===== src/pamx_pkg.sv =====
package pamx_pkg;

  // Register bus geometry.
  localparam int ADDR_W = 8;
  localparam int DATA_W = 32;

  // Register byte offsets.
  localparam logic [7:0] OFF_FUNC_CTRL = 8'h30;
  localparam logic [7:0] OFF_ALT_THREE = 8'h50;
  localparam logic [7:0] OFF_ALT_FOUR = 8'h54;
  localparam logic [7:0] OFF_PAD_LEVEL = 8'h58;
  localparam logic [7:0] OFF_ROUTE_STATUS = 8'h5C;

  // Reset values.
  localparam logic [31:0] FUNC_CTRL_RST = 32'h0000_0000;
  localparam logic [31:0] ALT_THREE_RST = 32'h0000_0000;
  localparam logic [31:0] ALT_FOUR_RST = 32'h0000_0000;

  // Implemented bits of the alternate registers; the rest read as zero.
  localparam logic [31:0] ALT_THREE_MASK = 32'h0000_0300;
  localparam logic [31:0] ALT_FOUR_MASK = 32'h0000_4333;

  // Field positions in the function control register.
  localparam int SCHMITT_LSB = 16;
  localparam int SCHMITT_W = 16;

  // Qualifier positions in the alternate registers.
  localparam int Q13_POS = 9;
  localparam int Q12_POS = 8;
  localparam int Q11_POS = 9;
  localparam int Q10_POS = 8;
  localparam int Q9_POS = 1;
  localparam int Q8_POS = 0;
  localparam int Q7_POS = 14;
  localparam int Q6_POS = 5;
  localparam int Q5_POS = 4;

  // Covered pin range.
  localparam int PIN_LO = 5;
  localparam int PIN_HI = 15;
  localparam int PIN_QHI = 13;
  localparam int ROUTE_W = 22;

  // Route of one pin.
  typedef enum logic [1:0] {
    PAMX_FN_GPIO = 2'b00,
    PAMX_FN_PRI = 2'b01,
    PAMX_FN_ALT = 2'b10
  } pamx_fn_t;

endpackage


===== src/pamx_cfg_if.sv =====
interface pamx_cfg_if;
  logic [31:0] funcCtrl;
  logic [31:0] altThree;
  logic [31:0] altFour;
  logic [15:0] padLevel;
  logic [pamx_pkg::ROUTE_W-1:0] routeCode;

  // Register file side.
  modport regs (
    output funcCtrl,
    output altThree,
    output altFour,
    input padLevel,
    input routeCode
  );

  // Multiplexer core side.
  modport core (
    input funcCtrl,
    input altThree,
    input altFour,
    output padLevel,
    output routeCode
  );
endinterface


===== src/pamx_regs.sv =====
module pamx_regs (
  // Clock, reset and enable.
  input wire logic clk_sys,
  input wire logic reset_n,
  input wire logic clkEn,
  // Register port.
  input wire logic [pamx_pkg::ADDR_W-1:0] regAddr,
  input wire logic [pamx_pkg::DATA_W-1:0] regWrData,
  input wire logic regWr,
  input wire logic regRd,
  output logic [pamx_pkg::DATA_W-1:0] regRdData_ff,
  // Configuration toward the core.
  pamx_cfg_if.regs cfg
);

  logic [31:0] funcCtrl_ff;
  logic [31:0] altThree_ff;
  logic [31:0] altFour_ff;

  // Address decode.
  wire hitFunc = (regAddr == pamx_pkg::OFF_FUNC_CTRL);
  wire hitAltThree = (regAddr == pamx_pkg::OFF_ALT_THREE);
  wire hitAltFour = (regAddr == pamx_pkg::OFF_ALT_FOUR);
  wire hitLevel = (regAddr == pamx_pkg::OFF_PAD_LEVEL);
  wire hitRoute = (regAddr == pamx_pkg::OFF_ROUTE_STATUS);

  // Read selection; an unmapped address reads zero.
  wire [31:0] rdMux =
    hitFunc ? funcCtrl_ff :
    hitAltThree ? altThree_ff :
    hitAltFour ? altFour_ff :
    hitLevel ? {16'h0000, cfg.padLevel} :
    hitRoute ? {10'h000, cfg.routeCode} : 32'h0000_0000;

  // reset to zero.
  // Writes land in the cycle of the strobe; unmapped writes are dropped.
  always_ff @(posedge clk_sys or negedge reset_n) begin
    if (!reset_n) begin
      funcCtrl_ff <= pamx_pkg::FUNC_CTRL_RST;
      altThree_ff <= pamx_pkg::ALT_THREE_RST;
      altFour_ff <= pamx_pkg::ALT_FOUR_RST;
    end else if (clkEn && regWr) begin
      if (hitFunc) funcCtrl_ff <= regWrData;
      if (hitAltThree) altThree_ff <= regWrData & pamx_pkg::ALT_THREE_MASK;
      if (hitAltFour) altFour_ff <= regWrData & pamx_pkg::ALT_FOUR_MASK;
    end
  end

  // Read data stands for one enabled cycle after an enabled read strobe; while the enable is low it holds.
  always_ff @(posedge clk_sys or negedge reset_n) begin
    if (!reset_n) begin
      regRdData_ff <= 32'h0000_0000;
    end else if (clkEn) begin
      regRdData_ff <= regRd ? rdMux : 32'h0000_0000;
    end
  end

  assign cfg.funcCtrl = funcCtrl_ff;
  assign cfg.altThree = altThree_ff;
  assign cfg.altFour = altFour_ff;

endmodule


===== src/pamx_pin_cell.sv =====
module pamx_pin_cell (
  // Clock, reset and enable.
  input wire logic clk_sys,
  input wire logic reset_n,
  input wire logic clkEn,
  // Route of this pin.
  input wire pamx_pkg::pamx_fn_t fnCode,
  // Sources that may drive the pin.
  input wire logic gpioOut,
  input wire logic gpioOe,
  input wire logic priOut,
  input wire logic priOe,
  input wire logic altOut,
  input wire logic altOe,
  // Pad.
  input wire logic padIn,
  output logic padOut_ff,
  output logic padOe_ff,
  // Pad level returned to the selected owner only.
  output logic gpioIn_ff,
  output logic priIn_ff,
  output logic altIn_ff
);

  // Output selection by route.
  wire selGpio = (fnCode == pamx_pkg::PAMX_FN_GPIO);
  wire selPri = (fnCode == pamx_pkg::PAMX_FN_PRI);
  wire selAlt = (fnCode == pamx_pkg::PAMX_FN_ALT);
  wire nxt_padOut = selAlt ? altOut : (selPri ? priOut : gpioOut);
  wire nxt_padOe = selAlt ? altOe : (selPri ? priOe : (selGpio & gpioOe));

  // Registered pad drive and gated input return.
  always_ff @(posedge clk_sys or negedge reset_n) begin
    if (!reset_n) begin
      padOut_ff <= 1'b0;
      padOe_ff <= 1'b0;
      gpioIn_ff <= 1'b0;
      priIn_ff <= 1'b0;
      altIn_ff <= 1'b0;
    end else if (clkEn) begin
      padOut_ff <= nxt_padOut;
      padOe_ff <= nxt_padOe;
      gpioIn_ff <= selGpio & padIn;
      priIn_ff <= selPri & padIn;
      altIn_ff <= selAlt & padIn;
    end
  end

endmodule


===== src/pamx_pin_mux.sv =====
// Overview of operation
// - Function control register resets to zero; all pins GPIO, Schmitt triggers off.
// - Bits 31 to 16 enable the input Schmitt trigger of pins 15 to 0.
// - Pin 15 is GPIO when select is 0, PWM group 0 channel 3 when 1.
// - Pin 14 is GPIO when select is 0, PWM group 0 channel 2 when 1.
// - Pin 13 with qualifier four bit 9: GPIO, PWM0 channel 1, or UART5 transmit.
// - Pin 12 with qualifier four bit 8: GPIO, PWM0 channel 0, or UART5 receive.
// - Pin 11 with qualifier three bit 9: GPIO, I2C1 clock, or PWM1 channel 3.
// - Pin 10 with qualifier three bit 8: GPIO, I2C1 data, or PWM1 channel 2.
// - Pin 9 with qualifier four bit 1: GPIO, I2C0 clock, or UART1 clear-to-send.
// - Pin 8 with qualifier four bit 0: GPIO, I2C0 data, or UART1 request-to-send.
// - Pin 7 with qualifier four bit 14: GPIO, analog channel 7, or reference voltage.
// - Pin 6 with qualifier four bit 5: GPIO, analog channel 6, or UART3 transmit.
// - Pin 5 with qualifier four bit 4: GPIO, analog channel 5, or UART3 receive.
module pamx_pin_mux (
  // Clock, reset and enable.
  input wire logic clk_sys,
  input wire logic reset_n,
  input wire logic clkEn,
  // Register port.
  input wire logic [pamx_pkg::ADDR_W-1:0] regAddr,
  input wire logic [pamx_pkg::DATA_W-1:0] regWrData,
  input wire logic regWr,
  input wire logic regRd,
  output logic [pamx_pkg::DATA_W-1:0] regRdData,
  // Package pads of pins 15 to 5.
  input wire logic [15:5] padIn,
  output logic [15:5] padOut,
  output logic [15:5] padOe,
  // Input Schmitt trigger enables of pins 15 to 0.
  output logic [15:0] schmittEn,
  // General-purpose port logic.
  input wire logic [15:5] gpioOut,
  input wire logic [15:5] gpioOe,
  output logic [15:5] gpioIn,
  // Function chosen by the select bit alone (PWM0, I2C, analog).
  input wire logic [15:5] priOut,
  input wire logic [15:5] priOe,
  output logic [15:5] priIn,
  // Function chosen by select and qualifier together (UART, PWM1, reference).
  input wire logic [13:5] altOut,
  input wire logic [13:5] altOe,
  output logic [13:5] altIn
);

  // Configuration shared with the register file.
  pamx_cfg_if cfg ();

  logic [pamx_pkg::DATA_W-1:0] rdData;
  logic [15:0] schmittEn_ff;
  logic [15:5] padLevel_ff;
  logic [15:5] padOutCell;
  logic [15:5] padOeCell;
  logic [15:5] gpioInCell;
  logic [15:5] priInCell;
  logic [15:5] altInCell;

  // Register file and bus slave.
  pamx_regs u_regs (
    .clk_sys(clk_sys),
    .reset_n(reset_n),
    .clkEn(clkEn),
    .regAddr(regAddr),
    .regWrData(regWrData),
    .regWr(regWr),
    .regRd(regRd),
    .regRdData_ff(rdData),
    .cfg(cfg.regs)
  );

  // Per-pin select bits from the low half of the control register.
  wire [15:5] fnSel = cfg.funcCtrl[15:5];

  // Qualifier bits gathered per pin; pins 15 and 14 have none.
  // pin 15 select only.
  wire qual15 = 1'b0;
  wire qual14 = 1'b0;
  wire qual13 = cfg.altFour[pamx_pkg::Q13_POS];
  wire qual12 = cfg.altFour[pamx_pkg::Q12_POS];
  wire qual11 = cfg.altThree[pamx_pkg::Q11_POS];
  wire qual10 = cfg.altThree[pamx_pkg::Q10_POS];
  wire qual9 = cfg.altFour[pamx_pkg::Q9_POS];
  wire qual8 = cfg.altFour[pamx_pkg::Q8_POS];
  wire qual7 = cfg.altFour[pamx_pkg::Q7_POS];
  wire qual6 = cfg.altFour[pamx_pkg::Q6_POS];
  wire qual5 = cfg.altFour[pamx_pkg::Q5_POS];

  wire [15:5] qual = {qual15, qual14, qual13, qual12, qual11, qual10,
                      qual9, qual8, qual7, qual6, qual5};

  // Feedback for software: pad levels and the route of each pin.
  assign cfg.padLevel = {padLevel_ff, 5'h00};

  // Schmitt enables follow the upper half with one register stage.
  always_ff @(posedge clk_sys or negedge reset_n) begin
    if (!reset_n) begin
      schmittEn_ff <= 16'h0000;
      padLevel_ff <= 11'h000;
    end else if (clkEn) begin
      schmittEn_ff <= cfg.funcCtrl[pamx_pkg::SCHMITT_LSB +: pamx_pkg::SCHMITT_W];
      padLevel_ff <= padIn;
    end
  end

  // One decoder and one pad cell per covered pin.
  genvar p;
  generate
    for (p = pamx_pkg::PIN_LO; p <= pamx_pkg::PIN_HI; p++) begin : g_pin
      pamx_pkg::pamx_fn_t fnCode;
      wire altSrcOut;
      wire altSrcOe;

      // a qualifier without its select bit keeps the pin on GPIO.
      assign fnCode = !fnSel[p] ? pamx_pkg::PAMX_FN_GPIO :
                      (qual[p] ? pamx_pkg::PAMX_FN_ALT : pamx_pkg::PAMX_FN_PRI);
      assign cfg.routeCode[2*(p-pamx_pkg::PIN_LO) +: 2] = fnCode;

      // Pins above 13 have no qualified function, so nothing feeds it.
      if (p > pamx_pkg::PIN_QHI) begin : g_noalt
        assign altSrcOut = 1'b0;
        assign altSrcOe = 1'b0;
      end else begin : g_alt
        assign altSrcOut = altOut[p];
        assign altSrcOe = altOe[p];
        assign altIn[p] = altInCell[p];
      end

      pamx_pin_cell u_cell (
        .clk_sys(clk_sys),
        .reset_n(reset_n),
        .clkEn(clkEn),
        .fnCode(fnCode),
        .gpioOut(gpioOut[p]),
        .gpioOe(gpioOe[p]),
        .priOut(priOut[p]),
        .priOe(priOe[p]),
        .altOut(altSrcOut),
        .altOe(altSrcOe),
        .padIn(padIn[p]),
        .padOut_ff(padOutCell[p]),
        .padOe_ff(padOeCell[p]),
        .gpioIn_ff(gpioInCell[p]),
        .priIn_ff(priInCell[p]),
        .altIn_ff(altInCell[p])
      );
    end
  endgenerate

  // Outputs straight from the flip-flops of the cells, the Schmitt stage and the register file.
  assign padOut = padOutCell;
  assign padOe = padOeCell;
  assign gpioIn = gpioInCell;
  assign priIn = priInCell;
  assign schmittEn = schmittEn_ff;
  assign regRdData = rdData;

endmodule


===== config.mk =====
export PLATFORM = sky130hd
export DESIGN_NAME = pamx_pin_mux
export DESIGN_NICKNAME = d
export VERILOG_FILES = /design/src/pamx_pkg.sv /design/src/pamx_cfg_if.sv /design/src/pamx_regs.sv /design/src/pamx_pin_cell.sv /design/src/pamx_pin_mux.sv
export SDC_FILE = /design/constraint.sdc
export NUM_CORES = 1
export LEC_CHECK = 0
export BUFFER_PORTS_ARGS = -buffer_cell sky130_fd_sc_hd__buf_4
export CORE_MARGIN = 2
export CORE_UTILIZATION = 54
export DETAILED_ROUTE_END_ITERATION = 12
export GPL_ROUTABILITY_DRIVEN = 0
export GPL_TIMING_DRIVEN = 0
export HOLD_SLACK_MARGIN = 0.1
export PLACE_DENSITY = 0.82
export SYNTH_ARGS = -nofsm -noshare
export SYNTH_HDL_FRONTEND = slang
export SYNTH_HIERARCHICAL = 1
export SYNTH_SLANG_ARGS = --single-unit
export TNS_END_PERCENT = 50

===== constraint.sdc =====
create_clock -name clk_sys -period 1.8 [get_ports clk_sys]
set_input_delay 0.09 -clock clk_sys [delete_from_list [all_inputs] [get_ports clk_sys]]
set_output_delay 0.09 -clock clk_sys [all_outputs]
set_load 0.05 [all_outputs]

# Word level (Yosys, flattened, before mapping)
# Cells that the tools add are included.
# totals
reg_bits,153
inputBits,118
elab_cells,213
# classes
n_eq_ne,27
mux,70
bitwise_logic,42
n_reduce_logical,15
# op_table
cell,n
2-to-1 mux 32 bit,5
2-to-1 mux 1 bit,46
bitwise AND 1 bit,42
2-to-1 mux 2 bit,18
== test 8 x 7 -> 1 bit (second input constant),4
zero test 2 bit,11
2-to-1 mux 21 bit,1
== test 2 x 1 -> 1 bit (second input constant),9
== test 2 bit (second input constant),9
== test 8 x 6 -> 1 bit (second input constant),1
AND reduction 2 bit,3
== test 1 x 2 -> 1 bit (second input constant),2
== test 1 bit (second input constant),2
logical AND 1 bit,1

# Logic depth before layout (Yosys ltp)
# depth
word_depth,8
depth_mapped,7
ltp_nobuf,4

# Cells and area by module
# Netlist, hierarchy kept.
# by_module_without_submodules
mod,instances,cells_each,area_per_inst_um2
pamx_regs,1,322,3958.8
pamx_pin_cell,11,26,277.8
pamx_pin_mux,1,85,1290.0

# Worst setup path before layout
# OpenSTA, ideal clock, no wires.
# synth_path
path_kind,input port to flip-flop
from,in regAddr[7] (netlist name)
to,"reg u_regs.funcCtrl_ff[0], in the netlist u_regs/cfg.funcCtrl[0]"
setup_ns,0.125
arrival_ns,1.395
required_ns,1.675
slack_ns,0.280
stages,7
path_buffers,3
cell_sequence,nor4bb_1 > buf_4 > and2_4 > and3_4 > buf_12 > buf_12 > mux2_4
# synth_between
elab_chain_cells,2
# synth_lines
item,line,rtl
"start, declared",pamx_pin_mux.sv:21,"input wire logic [pamx_pkg::ADDR_W-1:0] regAddr,"
== test 8 x 6 -> 1 bit,pamx_regs.sv:21,wire hitFunc = (regAddr == pamx_pkg::OFF_FUNC_CTRL);
AND reduction 2 bit (no line),n/a,
"end signal, assigned",pamx_regs.sv:39,funcCtrl_ff <= pamx_pkg::FUNC_CTRL_RST;
"end signal, assigned",pamx_regs.sv:43,if (hitFunc) funcCtrl_ff <= regWrData;
"end, declared",pamx_regs.sv:16,logic [31:0] funcCtrl_ff;
# No other way between the ends.
# A chain may end at the register's enable or synchronous reset.

# Worst setup path in the final report
# layout_path
from,"reg u_regs.funcCtrl_ff[8], in the netlist u_regs/cfg.funcCtrl[8]"
to,reg g_pin[8].u_cell.gpioIn_ff
# layout_between
elab_chain_cells,3
# layout_lines
item,line,rtl
2-to-1 mux 2 bit,pamx_pin_mux.sv:114,assign fnCode = !fnSel[p] ? pamx_pkg::PAMX_FN_GPIO :
via g_pin[8].fnCode[0],pamx_pin_mux.sv:109,pamx_pkg::pamx_fn_t fnCode;
zero test 2 bit,pamx_pin_cell.sv:26,wire selGpio = (fnCode == pamx_pkg::PAMX_FN_GPIO);
bitwise AND 1 bit,pamx_pin_cell.sv:43,gpioIn_ff <= selGpio & padIn;
"end signal, assigned",pamx_pin_cell.sv:43,
"end, declared",pamx_pin_cell.sv:20,"output logic gpioIn_ff,"
# The timed path passes the listed nets, and every way through them passes these cells.

==> results.toml <==
[global_route]
busiest_layer = "met2"
grt_max_degree = 88
grt_pass1_vias = 6960
grt_pass1_wl_um = 36200
use_met3_pct = 5.46
grtUsageMet1_pct = 36.7
grt_usage_pct = 29.4
grt_use_met2_pct = 48.9
grt-ovfl-total = 0
antenna_found_initial = 0

[logic_synthesis]
synth.avg_cell_area_um2 = 12.4
synth_warnings = 6
synth_cells = 629
netlist_area_um2 = 7810

[drt]
drt-vias-per-instance = 5.66
drt_first_pass_iters = 5
dr.first_iter.drc_count = 467
routedWlPerCell_um = 19.6
antenna_left = 0
wirelength_um = 22900
drc = 0
vias = 6609

[layout]
diodes = 0
fill_cells = 777
layout-drive-gt1-share_pct = 40.9
fin_util_pct = 81.0
area_growth_syn_to_layout_pct = 45.0
regArea_um2 = 3830
fin_area_um2 = 11300
multi_input_area_um2 = 3460
stdcell_count = 1167
num-nets-final = 1092

[sta]
timing.hold.ws_ns = 0.109
period_needed_ns = 1.66
relSlewSlack_pct = 52.5
post-route-period-util_pct = 92.1
slew_viol_final = 0
fmax_mhz = 603
finalHoldViolations = 0
rsz0062_at_grt = "no"
skew_ns = 0.00806
tightest_slew_ns = 0.708
report.final.setup_viol = 0

[die]
die_x_um = 124
rows = 43
start_util_pct = 55.8
ios = 219
die_h_um = 124
coreArea_um2 = 14000
dieArea_um2 = 15400

[setup_path]
worstSetupStartpointType = "flop"
crit_required_ns = 2.11
end_kind = "flop"
arrival_ns = 1.96
timing.critical_path.cells = "nor2b_1 > nand2b_1 > nor2_1 > mux2_2"
crit_fanout = 7
cp_slowest_cell = "nor2b_1"
cp_slowest_stage_delay_ns = 0.61
critical_path_class = "reg -> reg"

[status]
outcome = "completed"

[placement]
dp_hpwl_um = 14700
place_area_um2 = 9740
portBuffers = 217
dp_cells = 1039

[clock_tree]
cts_sinks = 153
cts-root-buf = "clkbuf_16"
ctsHtreeMaxLevel = 4
clock_path_buffers = 2
insertion_delay_ns = 0.43
cts_buffers = 17
path_clk_slew_ns = 0.06
cts_tree = "yes"

[min_path]
hp-class = "in -> reg"

[flow_run]
drv_cap = 0

[pwr]
p_total_w = 0.00873
p_per_area_nw_per_um2 = 771
p_leak_nw = 5.35
vdd_drop_max_mv = 0.628
## layout make-up
| cell class | count | area share, % |
|---|---|---|
| clock buffer | 18 | 3.88 |
| multi-input combinational | 399 | 30.5 |
| buffer | 55 | 4.08 |
| timing repair buffer | 314 | 23.2 |
| inverter | 34 | 1.13 |
| tap | 180 | 1.99 |
| clock inverter | 14 | 1.45 |
| sequential | 153 | 33.8 |
## power breakdown
group	internal, W	switching [W]
clock	0.00211	0.00152
sequential	0.00357	0.000102
combinational	0.000658	0.000765
## critical path, delay by kind of cell (launching register included)
| kind | cells | cell delay, ns |
|---|---|---|
| multiplexers | 1 | 0.26 |
| AND/OR/NAND/NOR | 3 | 0.86 |
| flip-flops | 1 | 0.42 |
## per-layer routing
layer  share of wire [%]  up-vias
met1                  40     3268
met2                  50      309
li1                    -     2955
met5                   0        -
met4                 4.5        0
met3                 5.8       77
## final timing paths
check                                                startpoint                                     end  slack, ns  cells past startpoint
max                          u_regs/cfg.funcCtrl[8]$_DFFE_PN0P_   g_pin[8].u_cell/gpioIn_ff$_DFFE_PN0P_       0.14                      4
max in group asynchronous                               reset_n  g_pin[12].u_cell/padOut_ff$_DFFE_PN0P_       0.74                      3
min                                                    altOe[9]    g_pin[9].u_cell/padOe_ff$_DFFE_PN0P_       0.11                      4
min in group asynchronous                               reset_n  g_pin[14].u_cell/padOut_ff$_DFFE_PN0P_       0.22                      2
max reg2reg                  u_regs/cfg.funcCtrl[8]$_DFFE_PN0P_   g_pin[8].u_cell/gpioIn_ff$_DFFE_PN0P_       0.14                      4
min reg2reg                g_pin[9].u_cell/padOe_ff$_DFFE_PN0P_    g_pin[9].u_cell/padOe_ff$_DFFE_PN0P_       0.48                      1
## cell usage in the layout (no fill, tap or decap), types with 15 or more instances in the layout
master,count
mux2i_1,22
nor2b_1,21
nand2_1,31
clkbuf_16,17
dfrtp_1,153
nand2b_1,16
inv_1,34
buf_4,228
mux2_4,68
dlygate4sd3_1,93
mux2_2,22
nor2_1,15
## through the flow
step | worst slack (ns) | TNS [ns]
after floorplan | 0.280 | 0
after global placement | -0.0672 | -8.73
after detailed placement | -0.0205 | -0.119
after CTS | 0.0575 | 0
after global routing | 0.0490 | 0
final | 0.142 | 0
## what timing repair did
item                       in CTS  in global routing
setup endpoints to repair       0                  3
hold buffers                   95                  0
setup buffers                   0                  1
hold endpoints to repair      172                  0
resized for setup               0                  6
## flip-flops by register name, indices dropped and copies added, names as in the netlist
| name | flops |
|---|---|
| u_regs/cfg.altFour | 7 |
| padLevel_ff | 11 |
| g_pin.u_cell/gpioIn_ff | 11 |
| g_pin.u_cell/padOe_ff | 11 |
| u_regs/regRdData_ff | 32 |
| g_pin.u_cell/altIn_ff | 9 |
| g_pin.u_cell/padOut_ff | 11 |
| u_regs/cfg.altThree | 2 |
| u_regs/cfg.funcCtrl | 32 |
| g_pin.u_cell/priIn_ff | 11 |
| schmittEn | 16 |
Note: power is estimated with default switching activity, not from simulation.
